[src/verilog/csdr_pkg.sv]
// csdr_pkg: field layout, fixed codes, commands and decode helpers for the
// 128-bit card configuration register shared by the card end and host end.
// assumes one 100 MHz clock for both ends; no other dependencies.
package csdr_pkg;
  // clock
  localparam int unsigned CLK_PERIOD_NS  = 10;                 // core_clk period
  localparam int unsigned CLK_TENTHS     = CLK_PERIOD_NS * 10; // period in 0.1 ns
  localparam int unsigned CLKD_UNIT      = 100;                // cycles per clocked step
  // field lsb positions and widths (msb first, unsigned)
  localparam int POS_STRUCT = 126, W_STRUCT = 2;
  localparam int POS_PROT   = 122, W_PROT   = 4;
  localparam int POS_ASYNC  = 112;
  localparam int POS_CLKD   = 104;
  localparam int POS_TRAN   = 96;
  localparam int POS_CCC    = 84,  W_CCC    = 12;
  localparam int POS_RDLEN  = 80;
  localparam int POS_RDPART = 79;
  localparam int POS_WRMIS  = 78;
  localparam int POS_RDMIS  = 77;
  localparam int POS_DSR    = 76;
  localparam int POS_CSIZE  = 62,  W_CSIZE  = 12;
  localparam int POS_FACTOR = 47,  W_FACTOR = 3;
  localparam int POS_WRLEN  = 22;
  localparam int POS_WRPART = 21;
  localparam int POS_COPY   = 14;
  localparam int POS_PERM   = 13;
  localparam int POS_TMP    = 12;
  localparam int POS_ECC    = 8;
  localparam int POS_CRC    = 1;
  // fixed card codes
  localparam logic [1:0]  STRUCT_V11   = 2'h1;  // structure 1.1
  localparam logic [3:0]  PROT_V14     = 4'h1;  // protocol 1.4
  localparam logic [1:0]  STRUCT_MAXOK = 2'h1;  // 2-3 reserved
  localparam logic [3:0]  PROT_MAXOK   = 4'h1;  // 2-15 reserved
  localparam logic [3:0]  LEN_MAXOK    = 4'hb;  // 12-15 reserved
  localparam logic [3:0]  LEN_512      = 4'h9;
  localparam logic [2:0]  CUR_R        = 3'h4;
  localparam logic [2:0]  CUR_W        = 3'h5;
  localparam logic [4:0]  SECTOR_CODE  = 5'h00;
  localparam logic [4:0]  WPGRP_CODE   = 5'h1f;
  localparam logic        GRP_PROT_EN  = 1'h1;
  localparam logic [1:0]  DEF_ECC      = 2'h0;
  localparam logic [2:0]  R2W_CODE     = 3'h4;  // writes take 16x read time
  localparam logic [4:0]  RSVD_LOW     = 5'h00;
  localparam logic        LAST_BIT     = 1'h1;
  // host software register offsets
  localparam logic [7:0] A_CTRL  = 8'h00;  // w: [1:0] cmd, [2] go; r: status
  localparam logic [7:0] A_PROG  = 8'h04;  // program data
  localparam logic [7:0] A_ADDR  = 8'h08;  // block address
  localparam logic [7:0] A_LEN   = 8'h0c;  // block length
  localparam logic [7:0] A_IMG0  = 8'h10;  // image bits 31:0 .. 0x1c bits 127:96
  localparam logic [7:0] A_IMG3  = 8'h1c;
  localparam logic [7:0] A_ACC   = 8'h20;  // total access cycles
  localparam logic [7:0] A_CAPLO = 8'h24;  // capacity bytes 31:0
  localparam logic [7:0] A_CAPHI = 8'h28;  // capacity bit 32
  localparam logic [7:0] A_BLKS  = 8'h2c;  // block count
  localparam logic [7:0] A_INFO  = 8'h30;  // decoded flags
  localparam int         GO_BIT  = 2;
  // commands on the link
  typedef enum logic [1:0] {
    CMD_READ_IMG = 2'b00,
    CMD_PROGRAM  = 2'b01,
    CMD_RD_BLOCK = 2'b10,
    CMD_WR_BLOCK = 2'b11
  } csdr_cmd_t;

  // mantissa in tenths (10 = 1.0); code 0 reserved
  function automatic logic [6:0] csdrMant10(input logic [3:0] c);
    case (c)
      4'h1: csdrMant10 = 7'd10;  4'h2: csdrMant10 = 7'd12;
      4'h3: csdrMant10 = 7'd13;  4'h4: csdrMant10 = 7'd15;
      4'h5: csdrMant10 = 7'd20;  4'h6: csdrMant10 = 7'd25;
      4'h7: csdrMant10 = 7'd30;  4'h8: csdrMant10 = 7'd35;
      4'h9: csdrMant10 = 7'd40;  4'ha: csdrMant10 = 7'd45;
      4'hb: csdrMant10 = 7'd50;  4'hc: csdrMant10 = 7'd55;
      4'hd: csdrMant10 = 7'd60;  4'he: csdrMant10 = 7'd70;
      4'hf: csdrMant10 = 7'd80;  default: csdrMant10 = 7'd0;
    endcase
  endfunction

  // time exponent in ns: 1 ns .. 10 ms in decades
  function automatic logic [31:0] csdrPow10(input logic [2:0] e);
    case (e)
      3'h0: csdrPow10 = 32'd1;       3'h1: csdrPow10 = 32'd10;
      3'h2: csdrPow10 = 32'd100;     3'h3: csdrPow10 = 32'd1000;
      3'h4: csdrPow10 = 32'd10000;   3'h5: csdrPow10 = 32'd100000;
      3'h6: csdrPow10 = 32'd1000000; default: csdrPow10 = 32'd10000000;
    endcase
  endfunction

  // total access time in clocks: async part rounded up plus clocked part
  function automatic logic [31:0] csdrAccessCycles(input logic [7:0] asyncByte,
                                                   input logic [7:0] clkByte);
    logic [31:0] tenths;
    tenths = 32'(csdrMant10(asyncByte[6:3])) * csdrPow10(asyncByte[2:0]);
    csdrAccessCycles = (tenths + 32'(CLK_TENTHS - 1)) / 32'(CLK_TENTHS)
                     + 32'(clkByte) * 32'(CLKD_UNIT);
  endfunction

  // block length 2^code bytes; reserved codes give 0
  function automatic logic [12:0] csdrBlockBytes(input logic [3:0] code);
    csdrBlockBytes = (code > LEN_MAXOK) ? 13'h0 : 13'(13'h1 << code);
  endfunction

  // (device size + 1) * 2^(size_factor + 2)
  function automatic logic [21:0] csdrBlockCount(input logic [11:0] csize,
                                                 input logic [2:0]  size_factor);
    // shift amount kept 4 bits wide so codes 6 and 7 do not wrap
    csdrBlockCount = 22'(22'(csize) + 22'h1) << (4'(size_factor) + 4'h2);
  endfunction

  // true when a transfer spills over a physical block boundary
  function automatic logic csdrCrosses(input logic [31:0] addr,
                                       input logic [12:0] len,
                                       input logic [3:0]  code);
    logic [12:0] bytes;
    logic [13:0] endOff;
    bytes  = csdrBlockBytes(code);
    endOff = 14'(addr[12:0] & (bytes - 13'h1)) + 14'(len);
    csdrCrosses = endOff > 14'(bytes);
  endfunction
endpackage

[src/verilog/csdr_link_if.sv]
// csdr_link_if: link between the host end and the card end.
// assumes both ends share core_clk; no clocking block, plain wires.
interface csdr_link_if;
  logic                      cmdValid;  // one-cycle command strobe
  csdr_pkg::csdr_cmd_t       cmdCode;   // command
  logic [31:0]               cmdAddr;   // byte address of a block transfer
  logic [12:0]               cmdLen;    // bytes in a block transfer
  logic [15:0]               progData;  // new low 16 bits for a program
  logic                      rspValid;  // one-cycle answer strobe
  logic                      rspError;  // command refused
  logic [127:0]              rspImage;  // register contents

  modport card (input cmdValid, cmdCode, cmdAddr, cmdLen, progData,
                output rspValid, rspError, rspImage);
  modport host (output cmdValid, cmdCode, cmdAddr, cmdLen, progData,
                input rspValid, rspError, rspImage);
endinterface

[src/verilog/csdr_card.sv]
// csdr_card: card end; holds the configuration register, answers reads and
// programs, and times the first data of block transfers.
// assumes the host sends one command at a time and waits for rspValid.
//
// Strobed register access and the register addresses were decided locally.
module csdr_card
  import csdr_pkg::*;
#(
  parameter logic [7:0]  ASYNC_CODE  = 8'h26,  // access time 1.5 ms
  parameter logic [7:0]  CLOCK_CODE  = 8'h00,  // clocked access steps
  parameter logic [7:0]  RATE_CODE   = 8'h2a,  // 20 Mbit/s
  parameter logic [11:0] CLASS_MASK  = 12'h1ff,
  parameter logic [11:0] SIZE_CODE   = 12'h7ff, // model dependent
  parameter logic [2:0]  FACTOR_CODE = 3'h0,    // model dependent
  parameter logic [4:0]  ERASE_GRP   = 5'h00,   // model dependent
  parameter logic [6:0]  CRC_INIT    = 7'h00    // checksum of initial contents
) (
  // clock and reset
  input  wire logic         core_clk,
  input  wire logic         reset,
  // link
  csdr_link_if.card         link,
  // card status
  output logic              permProtect,  // whole card permanently protected
  output logic              tempProtect,  // whole card temporarily protected
  output logic              dataStart     // pulse: first data bit of a transfer
);
  import csdr_pkg::*;

  typedef enum logic [1:0] {
    CS_IDLE  = 2'b00,
    CS_WAIT  = 2'b01
  } csdr_cstate_t;

  // writable low fields
  logic               copy_q, copy_d;      // 1 = non-original
  logic               perm_q, perm_d;      // permanent protect
  logic               tmp_q, tmp_d;        // temporary protect
  logic [1:0]         ecc_q, ecc_d;        // ecc in use
  logic [6:0]         crc_q, crc_d;        // checksum
  // answer and timing
  csdr_cstate_t       state_q, state_d;
  logic [31:0]        wait_q, wait_d;      // cycles left to first data
  logic               rspValid_q, rspValid_d;
  logic               rspError_q, rspError_d;
  logic [127:0]       rspImage_q, rspImage_d;
  logic               start_q, start_d;

  // full register image, msb first
  wire logic [127:0] cardSpecificData = {
    STRUCT_V11, PROT_V14, 2'h0,
    ASYNC_CODE,
    CLOCK_CODE,
    RATE_CODE,
    CLASS_MASK,
    LEN_512, 1'h1, 1'h0, 1'h0,
    1'h0,                                  // no driver stage
    2'h0, SIZE_CODE,
    CUR_R, CUR_R, CUR_W, CUR_W,
    FACTOR_CODE,
    SECTOR_CODE, ERASE_GRP, WPGRP_CODE,
    GRP_PROT_EN, DEF_ECC, R2W_CODE,
    LEN_512, 1'h0, RSVD_LOW,
    1'h0, copy_q, perm_q, tmp_q, 2'h0,
    ecc_q, crc_q, LAST_BIT
  };

  // decoded view of the image
  wire logic [3:0]  rdCode   = cardSpecificData[POS_RDLEN +: 4];
  wire logic [3:0]  wrCode   = cardSpecificData[POS_WRLEN +: 4];
  wire logic        isWrite  = (link.cmdCode == CMD_WR_BLOCK);
  wire logic [3:0]  blkCode  = isWrite ? wrCode : rdCode;
  wire logic        partOk   = isWrite ? cardSpecificData[POS_WRPART]
                                       : cardSpecificData[POS_RDPART];
  wire logic        misOk    = isWrite ? cardSpecificData[POS_WRMIS]
                                       : cardSpecificData[POS_RDMIS];
  wire logic [12:0] blkBytes = csdrBlockBytes(blkCode);
  // a full block is always legal, smaller only with the partial flag
  wire logic        lenBad   = (link.cmdLen == 13'h0) || (link.cmdLen > blkBytes) ||
                               (!partOk && (link.cmdLen != blkBytes));
  // boundary crossing refused unless allowed
  wire logic        crossBad = !misOk && csdrCrosses(link.cmdAddr, link.cmdLen, blkCode);
  wire logic        protBad  = isWrite && (perm_q || tmp_q);
  // combined access delay; writes scale by the read-to-write factor
  wire logic [31:0] rdDelay  = csdrAccessCycles(cardSpecificData[POS_ASYNC +: 8],
                                                cardSpecificData[POS_CLKD +: 8]);
  wire logic [31:0] delay    = isWrite ? (rdDelay << R2W_CODE) : rdDelay;

  // command handling and first-data timer
  always_comb begin
    copy_d     = copy_q;
    perm_d     = perm_q;
    tmp_d      = tmp_q;
    ecc_d      = ecc_q;
    crc_d      = crc_q;
    state_d    = state_q;
    wait_d     = wait_q;
    rspValid_d = 1'b0;
    rspError_d = 1'b0;
    rspImage_d = rspImage_q;
    start_d    = 1'b0;
    case (state_q)
      CS_IDLE: begin
        if (link.cmdValid) begin
          case (link.cmdCode)
            CMD_READ_IMG: begin
              rspValid_d = 1'b1;
              rspImage_d = cardSpecificData;
            end
            CMD_PROGRAM: begin
              // copy and permanent protect only ever set
              copy_d     = copy_q | link.progData[POS_COPY];
              perm_d     = perm_q | link.progData[POS_PERM];
              tmp_d      = link.progData[POS_TMP];
              ecc_d      = link.progData[POS_ECC +: 2];
              crc_d      = link.progData[POS_CRC +: 7];
              rspValid_d = 1'b1;
            end
            default: begin
              if (lenBad || crossBad || protBad) begin
                rspValid_d = 1'b1;          // refused at once
                rspError_d = 1'b1;
              end else if (delay == 32'h0) begin
                rspValid_d = 1'b1;
                start_d    = 1'b1;
              end else begin
                wait_d  = delay - 32'h1;
                state_d = CS_WAIT;
              end
            end
          endcase
        end
      end
      CS_WAIT: begin
        // commands arriving here are ignored; host must wait for the answer
        if (wait_q == 32'h0) begin
          rspValid_d = 1'b1;                // first data leaves now
          start_d    = 1'b1;
          state_d    = CS_IDLE;
        end else begin
          wait_d = wait_q - 32'h1;
        end
      end
      default: begin
        state_d = CS_IDLE;
      end
    endcase
  end

  // state registers; reset restores the stored contents
  always_ff @(posedge core_clk) begin
    if (reset) begin
      copy_q     <= 1'b1;                   // contents marked copy
      perm_q     <= 1'b0;
      tmp_q      <= 1'b0;
      ecc_q      <= 2'h0;
      crc_q      <= CRC_INIT;
      state_q    <= CS_IDLE;
      wait_q     <= 32'h0;
      rspValid_q <= 1'b0;
      rspError_q <= 1'b0;
      rspImage_q <= 128'h0;
      start_q    <= 1'b0;
    end else begin
      copy_q     <= copy_d;
      perm_q     <= perm_d;
      tmp_q      <= tmp_d;
      ecc_q      <= ecc_d;
      crc_q      <= crc_d;
      state_q    <= state_d;
      wait_q     <= wait_d;
      rspValid_q <= rspValid_d;
      rspError_q <= rspError_d;
      rspImage_q <= rspImage_d;
      start_q    <= start_d;
    end
  end

  // outputs straight from flops
  assign link.rspValid = rspValid_q;
  assign link.rspError = rspError_q;
  assign link.rspImage = rspImage_q;
  assign permProtect   = perm_q;
  assign tempProtect   = tmp_q;
  assign dataStart     = start_q;
endmodule // csdr_card

[src/flat_wrapper.sv]
// flat-port wrapper written by rule: the top's interface ports become plain ports
module csdr_card_flat import csdr_pkg::*;
#(
  parameter logic [7:0]  ASYNC_CODE  = 8'h26,                       
  parameter logic [7:0]  CLOCK_CODE  = 8'h00,                         
  parameter logic [7:0]  RATE_CODE   = 8'h2a,              
  parameter logic [11:0] CLASS_MASK  = 12'h1ff,
  parameter logic [11:0] SIZE_CODE   = 12'h7ff,                   
  parameter logic [2:0]  FACTOR_CODE = 3'h0,                      
  parameter logic [4:0]  ERASE_GRP   = 5'h00,                     
  parameter logic [6:0]  CRC_INIT    = 7'h00                                   
)
  (core_clk, reset, permProtect, tempProtect, dataStart, link_cmdValid, link_cmdCode, link_cmdAddr, link_cmdLen, link_progData, link_rspValid, link_rspError, link_rspImage);
  csdr_link_if link_i ();
  input  wire logic core_clk;
  input  wire logic reset;
  output logic permProtect;
  output logic tempProtect;
  output logic dataStart;
  input wire logic [$bits(link_i.cmdValid)-1:0] link_cmdValid;
  input wire logic [$bits(link_i.cmdCode)-1:0] link_cmdCode;
  input wire logic [$bits(link_i.cmdAddr)-1:0] link_cmdAddr;
  input wire logic [$bits(link_i.cmdLen)-1:0] link_cmdLen;
  input wire logic [$bits(link_i.progData)-1:0] link_progData;
  output wire logic [$bits(link_i.rspValid)-1:0] link_rspValid;
  output wire logic [$bits(link_i.rspError)-1:0] link_rspError;
  output wire logic [$bits(link_i.rspImage)-1:0] link_rspImage;
  assign link_i.cmdValid = link_cmdValid;
  assign link_i.cmdCode = link_cmdCode;
  assign link_i.cmdAddr = link_cmdAddr;
  assign link_i.cmdLen = link_cmdLen;
  assign link_i.progData = link_progData;
  assign link_rspValid = link_i.rspValid;
  assign link_rspError = link_i.rspError;
  assign link_rspImage = link_i.rspImage;
  csdr_card #(.ASYNC_CODE(ASYNC_CODE), .CLOCK_CODE(CLOCK_CODE), .RATE_CODE(RATE_CODE), .CLASS_MASK(CLASS_MASK), .SIZE_CODE(SIZE_CODE), .FACTOR_CODE(FACTOR_CODE), .ERASE_GRP(ERASE_GRP), .CRC_INIT(CRC_INIT)) u_core (.core_clk(core_clk), .reset(reset), .link(link_i), .permProtect(permProtect), .tempProtect(tempProtect), .dataStart(dataStart));
endmodule
[config.mk]
export PLATFORM = sky130hd
export DESIGN_NAME = csdr_card_flat
export DESIGN_NICKNAME = d
export VERILOG_FILES = /design/src/verilog/csdr_pkg.sv /design/src/verilog/csdr_link_if.sv /design/src/verilog/csdr_card.sv /design/src/flat_wrapper.sv
export SDC_FILE = /design/constraint.sdc
export NUM_CORES = 1
export LEC_CHECK = 0
export BUFFER_PORTS_ARGS = -buffer_cell sky130_fd_sc_hd__buf_2
export CORE_MARGIN = 2
export CORE_UTILIZATION = 49
export CTS_CLUSTER_SIZE = 16
export DETAILED_ROUTE_END_ITERATION = 10
export GPL_ROUTABILITY_DRIVEN = 0
export PLACE_DENSITY = 0.92
export SLEW_MARGIN = 0
export SYNTH_ARGS = -nofsm -noshare
export SYNTH_HDL_FRONTEND = slang
export SYNTH_SLANG_ARGS = --single-unit
[constraint.sdc]
create_clock -name core_clk -period 3.7 [get_ports core_clk]
set_input_delay 0.74 -clock core_clk [delete_from_list [all_inputs] [get_ports core_clk]]
set_output_delay 0.74 -clock core_clk [all_outputs]
set_load 0.1 [all_outputs]
==> reports/metrics.yaml, run 1 <==
cts:
  clock_insertion_delay_worst_skew_ns: 0.34
  cts_resized: 0
  cts.hold.buffers_added: 0
  clkSinkCount: 61
  htreeDepth: 3
  clk_pin_slew_ns: 0.07
  tritoncts: "yes"
  max-clock-path-buffers: 2
  cts-root-buf: "sky130_fd_sc_hd__clkbuf_8"
  clock_buffers_created_by_tritoncts: 9
  cts_post_setup_buffers_inserted: 0
setup_path:
  worst-endpoint-arrival_ns: 3.66
  critical_path_class: "input port to flip-flop"
  path_max_fanout: 3
  endpoint_kind: "flip-flop"
  worstPathRequired_ns: 3.97
  start_kind: "input port"
  timing.reg2reg.worst_path_depth: 8
power_and_ir_drop:
  power.static_leakage_nw: 2.105
  p_clk_share_pct: 34.3
  p_per_area_nw_per_um2: 449.5
  ir_drop_mv: 0.1954
  netSwitchingPower_mw: 0.9126
  power_frac_comb_pct: 34.2
  seq_power_share_pct: 31.4
  internal_power_mw: 1.240
  switching_share_pct: 42.40
  fin_total_pwr_mw: 2.152
global_route:
  track_usage_pct: 19.97
  first_global_vias: 3472
  grt_pass1_wl_um: 16520
  grt_overflow_total: 0
  antenna_found_initial: 0
  grt_start_max_net_pins: 50
detailed_routing:
  wirelength_um: 10290
  via_count: 4105
  number_of_antenna_violating_nets_in_the_routed_design: 0
  detailedRoute.firstIterationViolations: 368
  avgViaCountPerCell: 5.452
  drc_errors: 0
  number_of_detailed_route_iterations_in_the_first_pass: 5
  avg_wl_per_cell_um: 13.67
layout:
  layout.core_utilization_pct: 52.32
  final-instance-count-excl-fill: 753
  post_layout_nets: 715
  insertedDiodeCount: 0
  drive_gt1_share_pct: 23.83
  synthToLayoutAreaGrowth_pct: 4.993
synth:
  postSynthRegisterBits: 61
  synthTopCellsByArea: "sky130_fd_sc_hd__dfxtp_1 27%, sky130_fd_sc_hd__buf_4 19%, sky130_fd_sc_hd__nand2_1 6.1%"
  postSynthCellCount: 587
  synth_sequential_area_ratio_pct: 26.78
  number_of_enable_flip_flop_cells_after_synthesis: 0
  ys.flop_type: "sky130_fd_sc_hd__dfxtp_1"
  most_frequently_used_cell_type_in_the_post_synthesis_netlist: "sky130_fd_sc_hd__buf_4"
  synthesis.area_um2: 4561
  synth_cell_type_count: 79
  yosys.area.top_type_share_pct: 26.78
  synth_largest_area_cell: "sky130_fd_sc_hd__dfxtp_1"
  syn_avg_cell_area_um2: 7.769
  async_set_reset_flop_share_out_of_synthesis_pct: 0
  ys_warn_count: 0
  synth_common_cells: "115 x sky130_fd_sc_hd__buf_4, 74 x sky130_fd_sc_hd__nand2_1, 61 x sky130_fd_sc_hd__dfxtp_1, 46 x sky130_fd_sc_hd__a21oi_1, 32 x sky130_fd_sc_hd__nor2_1"
floorplan:
  die_w_um: 100.5
  floorplan.initialDensity_pct: 49.83
  die_h_um: 100.5
  core_area_um2: 9153
  die-area_um2: 10100
  io_pins: 199
  num_rows: 35
sta:
  final.setup_skew_ns: 0.007669
  hold_viol: 0
  setup_violations: 0
  grt_setup_unrepaired: "false"
  worst_slew_margin_rel_pct: 30.16
  finalCriticalPeriod_ns: 3.395
  fin_crit_sh_pct: 91.76
  hold_slack_ns: 0.4522
  fmax_mhz: 294.5
  max_slew_vio_count: 0
  timing_worst_slew_pin_value_ns: 1.046
worst_hold_path:
  hold_depth: 2
  hold_path.class: "flip-flop to flip-flop"
placed_design:
  dp_hpwl_um: 7291
  placed_cells_incl_taps: 738
  buffer_ports.inserted: 102
status:
  run_status: "completed"
job:
  timing.max_cap.violations: 0
critical path: stages:
cell and delay (ns):
sky130_fd_sc_hd__buf_2 0.09, sky130_fd_sc_hd__ha_1 0.18, sky130_fd_sc_hd__inv_1 0.06, sky130_fd_sc_hd__fa_1 0.39, sky130_fd_sc_hd__nand2b_1 0.19, sky130_fd_sc_hd__o2bb2ai_1 0.13, sky130_fd_sc_hd__a211oi_1 0.28, sky130_fd_sc_hd__nand4b_1 0.18
sky130_fd_sc_hd__or4_4 0.57, sky130_fd_sc_hd__and2_4 0.16, sky130_fd_sc_hd__or4_1 0.52, sky130_fd_sc_hd__a31oi_1 0.18
per-stage QoR:
step / area [um2] / setup WS [ns] / setup TNS, ns
after floorplan: 4816 / 0.2725 / 0
after global placement: 4542 / 0.04687 / 0
after detailed placement: 4542 / -0.007547 / -0.007547
after CTS: 4788 / 0.3359 / 0
after global routing: 4788 / 0.1919 / 0
final: 4788 / 0.3048 / 0
flip-flops by register name, summed over array words and instances (netlist names):
signal                cells
u_core.copy_q             1
u_core.link.rspImage     13
u_core.link.rspError      1
u_core.state_q            1
u_core.crc_q              7
u_core.dataStart          1
u_core.ecc_q              2
u_core.wait_q            32
u_core.permProtect        1
u_core.tempProtect        1
u_core.link.rspValid      1
cells by family after synthesis:
logic type / count (synthesis) / share of synthesized area (%)
xor+xnor: 4 / 0.7683
other cells: 1 / 0.08223
buf+inv: 154 / 23.29
flops: 61 / 26.78
mux: 5 / 1.152
compound gates: 134 / 19.42
fa+ha+maj: 11 / 3.182
simple gates: 217 / 25.32
final cells by class:
cell class / count / area, um2
tap: 111 / 138.9
sequential: 61 / 1221
fill: 837 / 4364
multi-input combinational: 440 / 2532
inverter: 11 / 41.29
timing repair buffer: 115 / 608.1
clock buffer: 11 / 151.4
clock inverter: 4 / 95.09
cells in the final DEF, fill, tap and decap left out, types with 9 or more instances in the layout:
master	instances
sky130_fd_sc_hd__nor3_1	31
sky130_fd_sc_hd__nor2_1	32
sky130_fd_sc_hd__buf_2	102
sky130_fd_sc_hd__o21ai_0	13
sky130_fd_sc_hd__nand3_1	11
sky130_fd_sc_hd__clkbuf_8	11
sky130_fd_sc_hd__buf_4	13
sky130_fd_sc_hd__nand2_1	74
sky130_fd_sc_hd__dfxtp_1	61
sky130_fd_sc_hd__o21ai_1	10
sky130_fd_sc_hd__conb_1	69
sky130_fd_sc_hd__nor4_1	9
sky130_fd_sc_hd__a21oi_1	46
sky130_fd_sc_hd__a31oi_1	10
sky130_fd_sc_hd__ha_1	10
sky130_fd_sc_hd__inv_1	9
metal layers:
metal  part of all wire [%]  vias up  routed length [um]  GRT usage, %
li1                       -     2017                   -             -
met1                     42     1863                4281         25.91
met2                     49      191                5083         33.30
met3                    7.0       34                 724         4.230
met4                    2.0        0                 201         6.217
met5                      0        -                   0             0
path summary, 6_finish.rpt:
check,from,endpoint,slack [ns]
max reg2reg,u_core.wait_q[2],u_core.wait_q[29],0.69
min,u_core.link.rspImage[13],u_core.link.rspImage[13],0.45
max,link_cmdLen[0],u_core.wait_q[4],0.30
min reg2reg,u_core.link.rspImage[13],u_core.link.rspImage[13],0.45
power by group through the flow:
stage / Sequential (mW) / Clock (mW) / Combinational, mW
final: 0.677 / 0.739 / 0.737
after global routing: 0.678 / 0.777 / 0.768
after CTS: 0.676 / 0.745 / 0.734
after detailed placement: 0.691 / 0 / 0.733
after global placement: 0.690 / 0 / 0.727
after floorplan: 0.718 / 0 / 0.721
(Power assumes the default switching activity.)
==> inputs of run 2 (changes only) <==
CORE_ASPECT_RATIO = 0.6   (was not set)
CORE_UTILIZATION = 30   (was 49)
PLACE_DENSITY = 0.65   (was 0.92)
==> run 2 against run 1 <==
Critical path depth grew 1. Die area grew 61%. Register-to-register slack gained 0.04 ns. First-iteration DRC count grew 3.8%. Setup slack lost 0.0076 ns. Critical path type unchanged.
==> reports/metrics.yaml, run 2 (synthesis gave the netlist of run 1 again) <==
layout:
  drive_gt1_share_pct: 24.42
  post_layout_nets: 719
  synthToLayoutAreaGrowth_pct: 8.697
  largest_register_ff_count: 32
  layout.core_utilization_pct: 33.78
  regMostFlops: "u_core.wait_q"
  layout.cells.most_common_list: "102 x sky130_fd_sc_hd__buf_2, 74 x sky130_fd_sc_hd__nand2_1, 69 x sky130_fd_sc_hd__conb_1"
  insertedDiodeCount: 0
  layout.cells.most_common: "sky130_fd_sc_hd__buf_2"
  fillCellCount: 1569
  final-instance-count-excl-fill: 845
  fin_area_um2: 4957
power_and_ir_drop:
  power.static_leakage_nw: 2.132
  ir_drop_mv: 0.2066
  p_per_area_nw_per_um2: 443.8
  fin_total_pwr_mw: 2.200
cts:
  clk_pin_slew_ns: 0.06
  htreeDepth: 3
  clock_buffers_created_by_tritoncts: 9
  clkSinkCount: 61
  cts.hold.buffers_added: 0
  cts_post_setup_buffers_inserted: 0
  cts_resized: 0
  cts-root-buf: "sky130_fd_sc_hd__clkbuf_16"
  tritoncts: "yes"
  max-clock-path-buffers: 2
  clock_insertion_delay_worst_skew_ns: 0.34
detailed_routing:
  avg_wl_per_cell_um: 13.31
  wirelength_um: 11240
  drc_errors: 0
  number_of_antenna_violating_nets_in_the_routed_design: 0
  detailedRoute.firstIterationViolations: 382
  via_count: 4002
  number_of_detailed_route_iterations_in_the_first_pass: 5
  avgViaCountPerCell: 4.736
setup_path:
  endpoint_kind: "flip-flop"
  slowest_stage_cell_cp: "sky130_fd_sc_hd__or2_1"
  worst-endpoint-arrival_ns: 3.63
  critical_path.cell_chain: "buf_2 > ha_1 > inv_1 > fa_1 > nand2b_1 > a21o_1 > a21oi_1 > o221ai_1 > o2111a_1 > or2_1 > buf_4 > a22o_1 > a31o_1"
  worst_path_buf_inv: 3
  start_kind: "input port"
  critical_path_class: "input port to flip-flop"
  regToRegSetupSlack_ns: 0.73
  path_max_fanout: 9
  worstPathRequired_ns: 3.93
  critical_path.top_delay_family: "compound AO/OA/AOI/OAI gates"
  critPathMaxStageDelay_ns: 0.40
floorplan:
  io_pins: 199
  num_rows: 34
  die_h_um: 99.51
  die-area_um2: 16240
  floorplan.initialDensity_pct: 31.07
  die_w_um: 163.2
  core_area_um2: 14680
job:
  timing.max_cap.violations: 0
sta:
  fmax_mhz: 293.9
  fin_crit_sh_pct: 91.97
  timing_worst_slew_pin_value_ns: 1.011
  final.setup_skew_ns: 0.005435
  finalCriticalPeriod_ns: 3.403
  hold_slack_ns: 0.4496
  hold_viol: 0
  setup_violations: 0
  timing.final.ws_setup_ns: 0.2971
  fin_setup_tns_ns: 0
  max_slew_vio_count: 0
  grt_setup_unrepaired: "false"
  worst_slew_margin_rel_pct: 32.53
placed_design:
  placed_cell_area_um2: 4681
  placed_cells_incl_taps: 829
  buffer_ports.inserted: 102
  placement.setup.worst_slack_ns: -0.003674
  dp_hpwl_um: 8498
global_route:
  grt_pass1_wl_um: 17320
  grt_overflow_total: 0
  first_global_vias: 3238
  track_usage_pct: 13.52
  grt_start_max_net_pins: 49
  antenna_found_initial: 0
worst_hold_path:
  hold_path.class: "flip-flop to flip-flop"
status:
  run_status: "completed"
## run 2: routing by layer
| metal | GRT usage [%] | vias to the layer above | share of wire (%) |
|---|---|---|---|
| met2 | 16.10 | 144 | 37 |
| met5 | 0 | - | 0 |
| met1 | 21.95 | 1814 | 53 |
| met4 | 3.472 | 0 | 0.97 |
| li1 | - | 2034 | - |
| met3 | 4.420 | 10 | 9.3 |
## run 2: path summary, 6_finish.rpt
path / startpoint / end / depth (start not counted)
min: u_core.link.rspImage[4] / u_core.link.rspImage[4] / 2
max reg2reg: u_core.wait_q[2] / u_core.wait_q[29] / 8
max: link_cmdLen[0] / u_core.wait_q[23] / 13
min reg2reg: u_core.link.rspImage[4] / u_core.link.rspImage[4] / 2
## run 2: cell type report
type                       count  area (um2)  share of cell area (%)
sequential                    61        1221                   24.63
timing repair buffer         119       638.1                   12.87
inverter                      11       41.29                  0.8329
tap                          198       247.7                   4.997
clock buffer                   9       225.2                   4.543
clock inverter                 7       51.30                   1.035
multi-input combinational    440        2532                   51.09
## run 2: power by group
| part | total [mW] | internal, mW | switching [mW] | leakage (nW) |
|---|---|---|---|---|
| combinational | 0.743 | 0.0966 | 0.646 | 1.51 |
| clock | 0.780 | 0.454 | 0.326 | 0.132 |
| sequential | 0.677 | 0.666 | 0.0109 | 0.493 |
## run 2: worst min-delay path: stages, from the launching register on
cell                      delay [ns]
sky130_fd_sc_hd__dfxtp_1        0.30
sky130_fd_sc_hd__nand2_1        0.05
sky130_fd_sc_hd__a21oi_1        0.05
==> inputs of run 3 (changes only) <==
clock period = 3.89 ns   (was 3.7 ns; I/O delays follow)
==> run 3 against run 2 <==
Non-clock buffer count fell by 7. Critical endpoint is now u_core.wait_q[4]. Cell count fell by 0.83%. Die area did not move. Clock power rose by 2%. Clock skew rose by 0.0017 ns. Final area fell by 0.61%. Critical path depth fell by 1. Setup slack improved by 0.11 ns. First-iteration DRC count rose by 6.8%. Register-to-register slack improved by 0.16 ns. Combinational power fell by 5.7%.
==> reports/metrics.yaml, run 3 (synthesis gave the netlist of run 1 again) <==
sta:
  hold_viol: 0
  grt_setup_unrepaired: "false"
  timing_worst_slew_pin_value_ns: 0.9991
  finalCriticalPeriod_ns: 3.483
  final.setup_skew_ns: 0.007128
  fin_crit_sh_pct: 89.54
  hold_slack_ns: 0.4473
  worst_slew_margin_rel_pct: 33.30
  max_slew_vio_count: 0
  fin_setup_tns_ns: 0
  setup_violations: 0
  fmax_mhz: 287.1
worst_hold_path:
  hold_path.class: "flip-flop to flip-flop"
detailed_routing:
  via_count: 4000
  number_of_detailed_route_iterations_in_the_first_pass: 5
  avgViaCountPerCell: 4.773
  avg_wl_per_cell_um: 13.23
  number_of_antenna_violating_nets_in_the_routed_design: 0
  detailedRoute.firstIterationViolations: 408
  drc_errors: 0
  wirelength_um: 11090
cts:
  cts_resized: 0
  max-clock-path-buffers: 2
  clk_pin_slew_ns: 0.06
  cts_post_setup_buffers_inserted: 0
  clkSinkCount: 61
  cts-root-buf: "sky130_fd_sc_hd__clkbuf_16"
  clock_buffers_created_by_tritoncts: 9
  htreeDepth: 3
  tritoncts: "yes"
  clock_insertion_delay_worst_skew_ns: 0.34
  cts.hold.buffers_added: 0
setup_path:
  start_kind: "input port"
  crit_end: "u_core.wait_q[4]"
  timing.reg2reg.worst_path_depth: 8
  critical_path.top_delay_family: "simple AND/OR/NAND/NOR gates"
  endpoint_kind: "flip-flop"
  destination_of_the_worst_register_to_register_timing_path: "u_core.wait_q[29]"
  r2r-start: "u_core.wait_q[2]"
  worstPathRequired_ns: 4.16
  worst_path_buf_inv: 2
  path_max_fanout: 5
  worst_setup_path_startpoint: "link_cmdLen[0]"
  worst-path-stages: 12
  critical_path.cell_chain: "buf_2 > ha_1 > inv_1 > fa_1 > nand2b_1 > o2bb2ai_1 > a211oi_1 > nand4b_1 > or4_4 > and2_4 > or4_1 > a31oi_1"
  worst-endpoint-arrival_ns: 3.75
  critPathMaxStageDelay_ns: 0.56
  critical_path_class: "input port to flip-flop"
  regToRegSetupSlack_ns: 0.89
  slowest_stage_cell_cp: "sky130_fd_sc_hd__or4_4"
layout:
  layout.cells.most_common_list: "102 x sky130_fd_sc_hd__buf_2, 74 x sky130_fd_sc_hd__nand2_1, 69 x sky130_fd_sc_hd__conb_1"
  final-instance-count-excl-fill: 838
  area_of_the_multi_input_gates_um2: 2532
  regMostFlops: "u_core.wait_q"
  layout.cells.most_common: "sky130_fd_sc_hd__buf_2"
  synthToLayoutAreaGrowth_pct: 8.039
  insertedDiodeCount: 0
  area.sequential_um2: 1221
  largest_register_ff_count: 32
  drive_gt1_share_pct: 23.59
  post_layout_nets: 712
  fillCellCount: 1585
global_route:
  grt_pass1_wl_um: 17310
  first_global_vias: 3270
  antenna_found_initial: 0
  track_usage_pct: 13.51
  grt_start_max_net_pins: 49
  grt_overflow_total: 0
floorplan:
  die_w_um: 163.2
  core_area_um2: 14680
  die_h_um: 99.51
  io_pins: 199
  num_rows: 34
  die-area_um2: 16240
  floorplan.initialDensity_pct: 31.07
placed_design:
  buffer_ports.inserted: 102
  dp_hpwl_um: 8265
  placed_cells_incl_taps: 822
power_and_ir_drop:
  power.static_leakage_nw: 2.112
  switching_share_pct: 43.07
  internal_power_mw: 1.219
  seq_power_share_pct: 30.1
  power_frac_comb_pct: 32.7
  netSwitchingPower_mw: 0.9221
  ir_drop_mv: 0.1759
  p_clk_share_pct: 37.2
  p_per_area_nw_per_um2: 434.5
status:
  run_status: "completed"
job:
  timing.max_cap.violations: 0
run 3: cell count changes in the layout (fill, tap and decap cells not counted):
| cell | before | now |
|---|---|---|
| sky130_fd_sc_hd__buf_4 | 17 | 10 |
| sky130_fd_sc_hd__clkinvlp_4 | 2 | 1 |
| sky130_fd_sc_hd__bufinv_16 | 0 | 1 |
run 3: final cells by class:
cell class | count | share of cell area, %
multi-input combinational | 440 | 51.40
sequential | 61 | 24.78
timing repair buffer | 112 | 11.88
tap | 198 | 5.028
clock buffer | 9 | 4.571
clock inverter | 7 | 1.498
inverter | 11 | 0.8380
run 3: stage by stage:
step                      worst slack [ns]  area (um2)  power [mW]  util (%)
after global routing                0.2228        4927       2.231     33.57
final                               0.4069        4927       2.141     33.57
after floorplan                     0.4245        4816       1.369         -
after global placement              0.1481        4628       1.354     31.53
after detailed placement            0.1254        4628       1.356     31.53
after CTS                           0.4870        4927       2.161     33.57
run 3: routing by layer:
layer	wire length, um	share of wire [%]	up-vias	global-route usage (%)
li1	-	-	2019	-
met1	5962	54	1814	21.90
met2	4114	37	158	16.13
met3	921	8.3	9	4.379
met4	91	0.82	0	3.472
met5	0	0	-	0
run 3: worst register-to-register path, stage by stage, from the launching register on:
cell                      delay [ns]
sky130_fd_sc_hd__dfxtp_1        0.35
sky130_fd_sc_hd__or4_4          0.60
sky130_fd_sc_hd__nor4_4         0.24
sky130_fd_sc_hd__nand2_2        0.19
sky130_fd_sc_hd__or3_4          0.46
sky130_fd_sc_hd__or4b_4         0.54
sky130_fd_sc_hd__nor4_2         0.19
sky130_fd_sc_hd__mux2i_1        0.21
sky130_fd_sc_hd__o32ai_1        0.10
run 3: power groups by stage:
stage	Combinational, mW	Clock, mW	Sequential, mW
4_1_cts	0.699	0.818	0.644
3_5_place_dp	0.698	0	0.658
5_1_grt	0.730	0.855	0.646
6_report	0.701	0.796	0.644
2_1_floorplan	0.686	0	0.683
3_3_place_gp	0.697	0	0.657
run 3: worst min-delay path by stage:
stage                                  from                       to  slack [ns]  cells past startpoint
finish              u_core.link.rspImage[4]  u_core.link.rspImage[4]        0.45                      2
detailed placement          u_core.crc_q[5]  u_core.link.rspImage[6]        0.44                      2
CTS                         u_core.crc_q[5]  u_core.link.rspImage[6]        0.45                      2
floorplan                     u_core.copy_q            u_core.copy_q        0.42                      1
global route                u_core.crc_q[1]  u_core.link.rspImage[2]        0.47                      2
global placement              u_core.copy_q            u_core.copy_q        0.42                      1
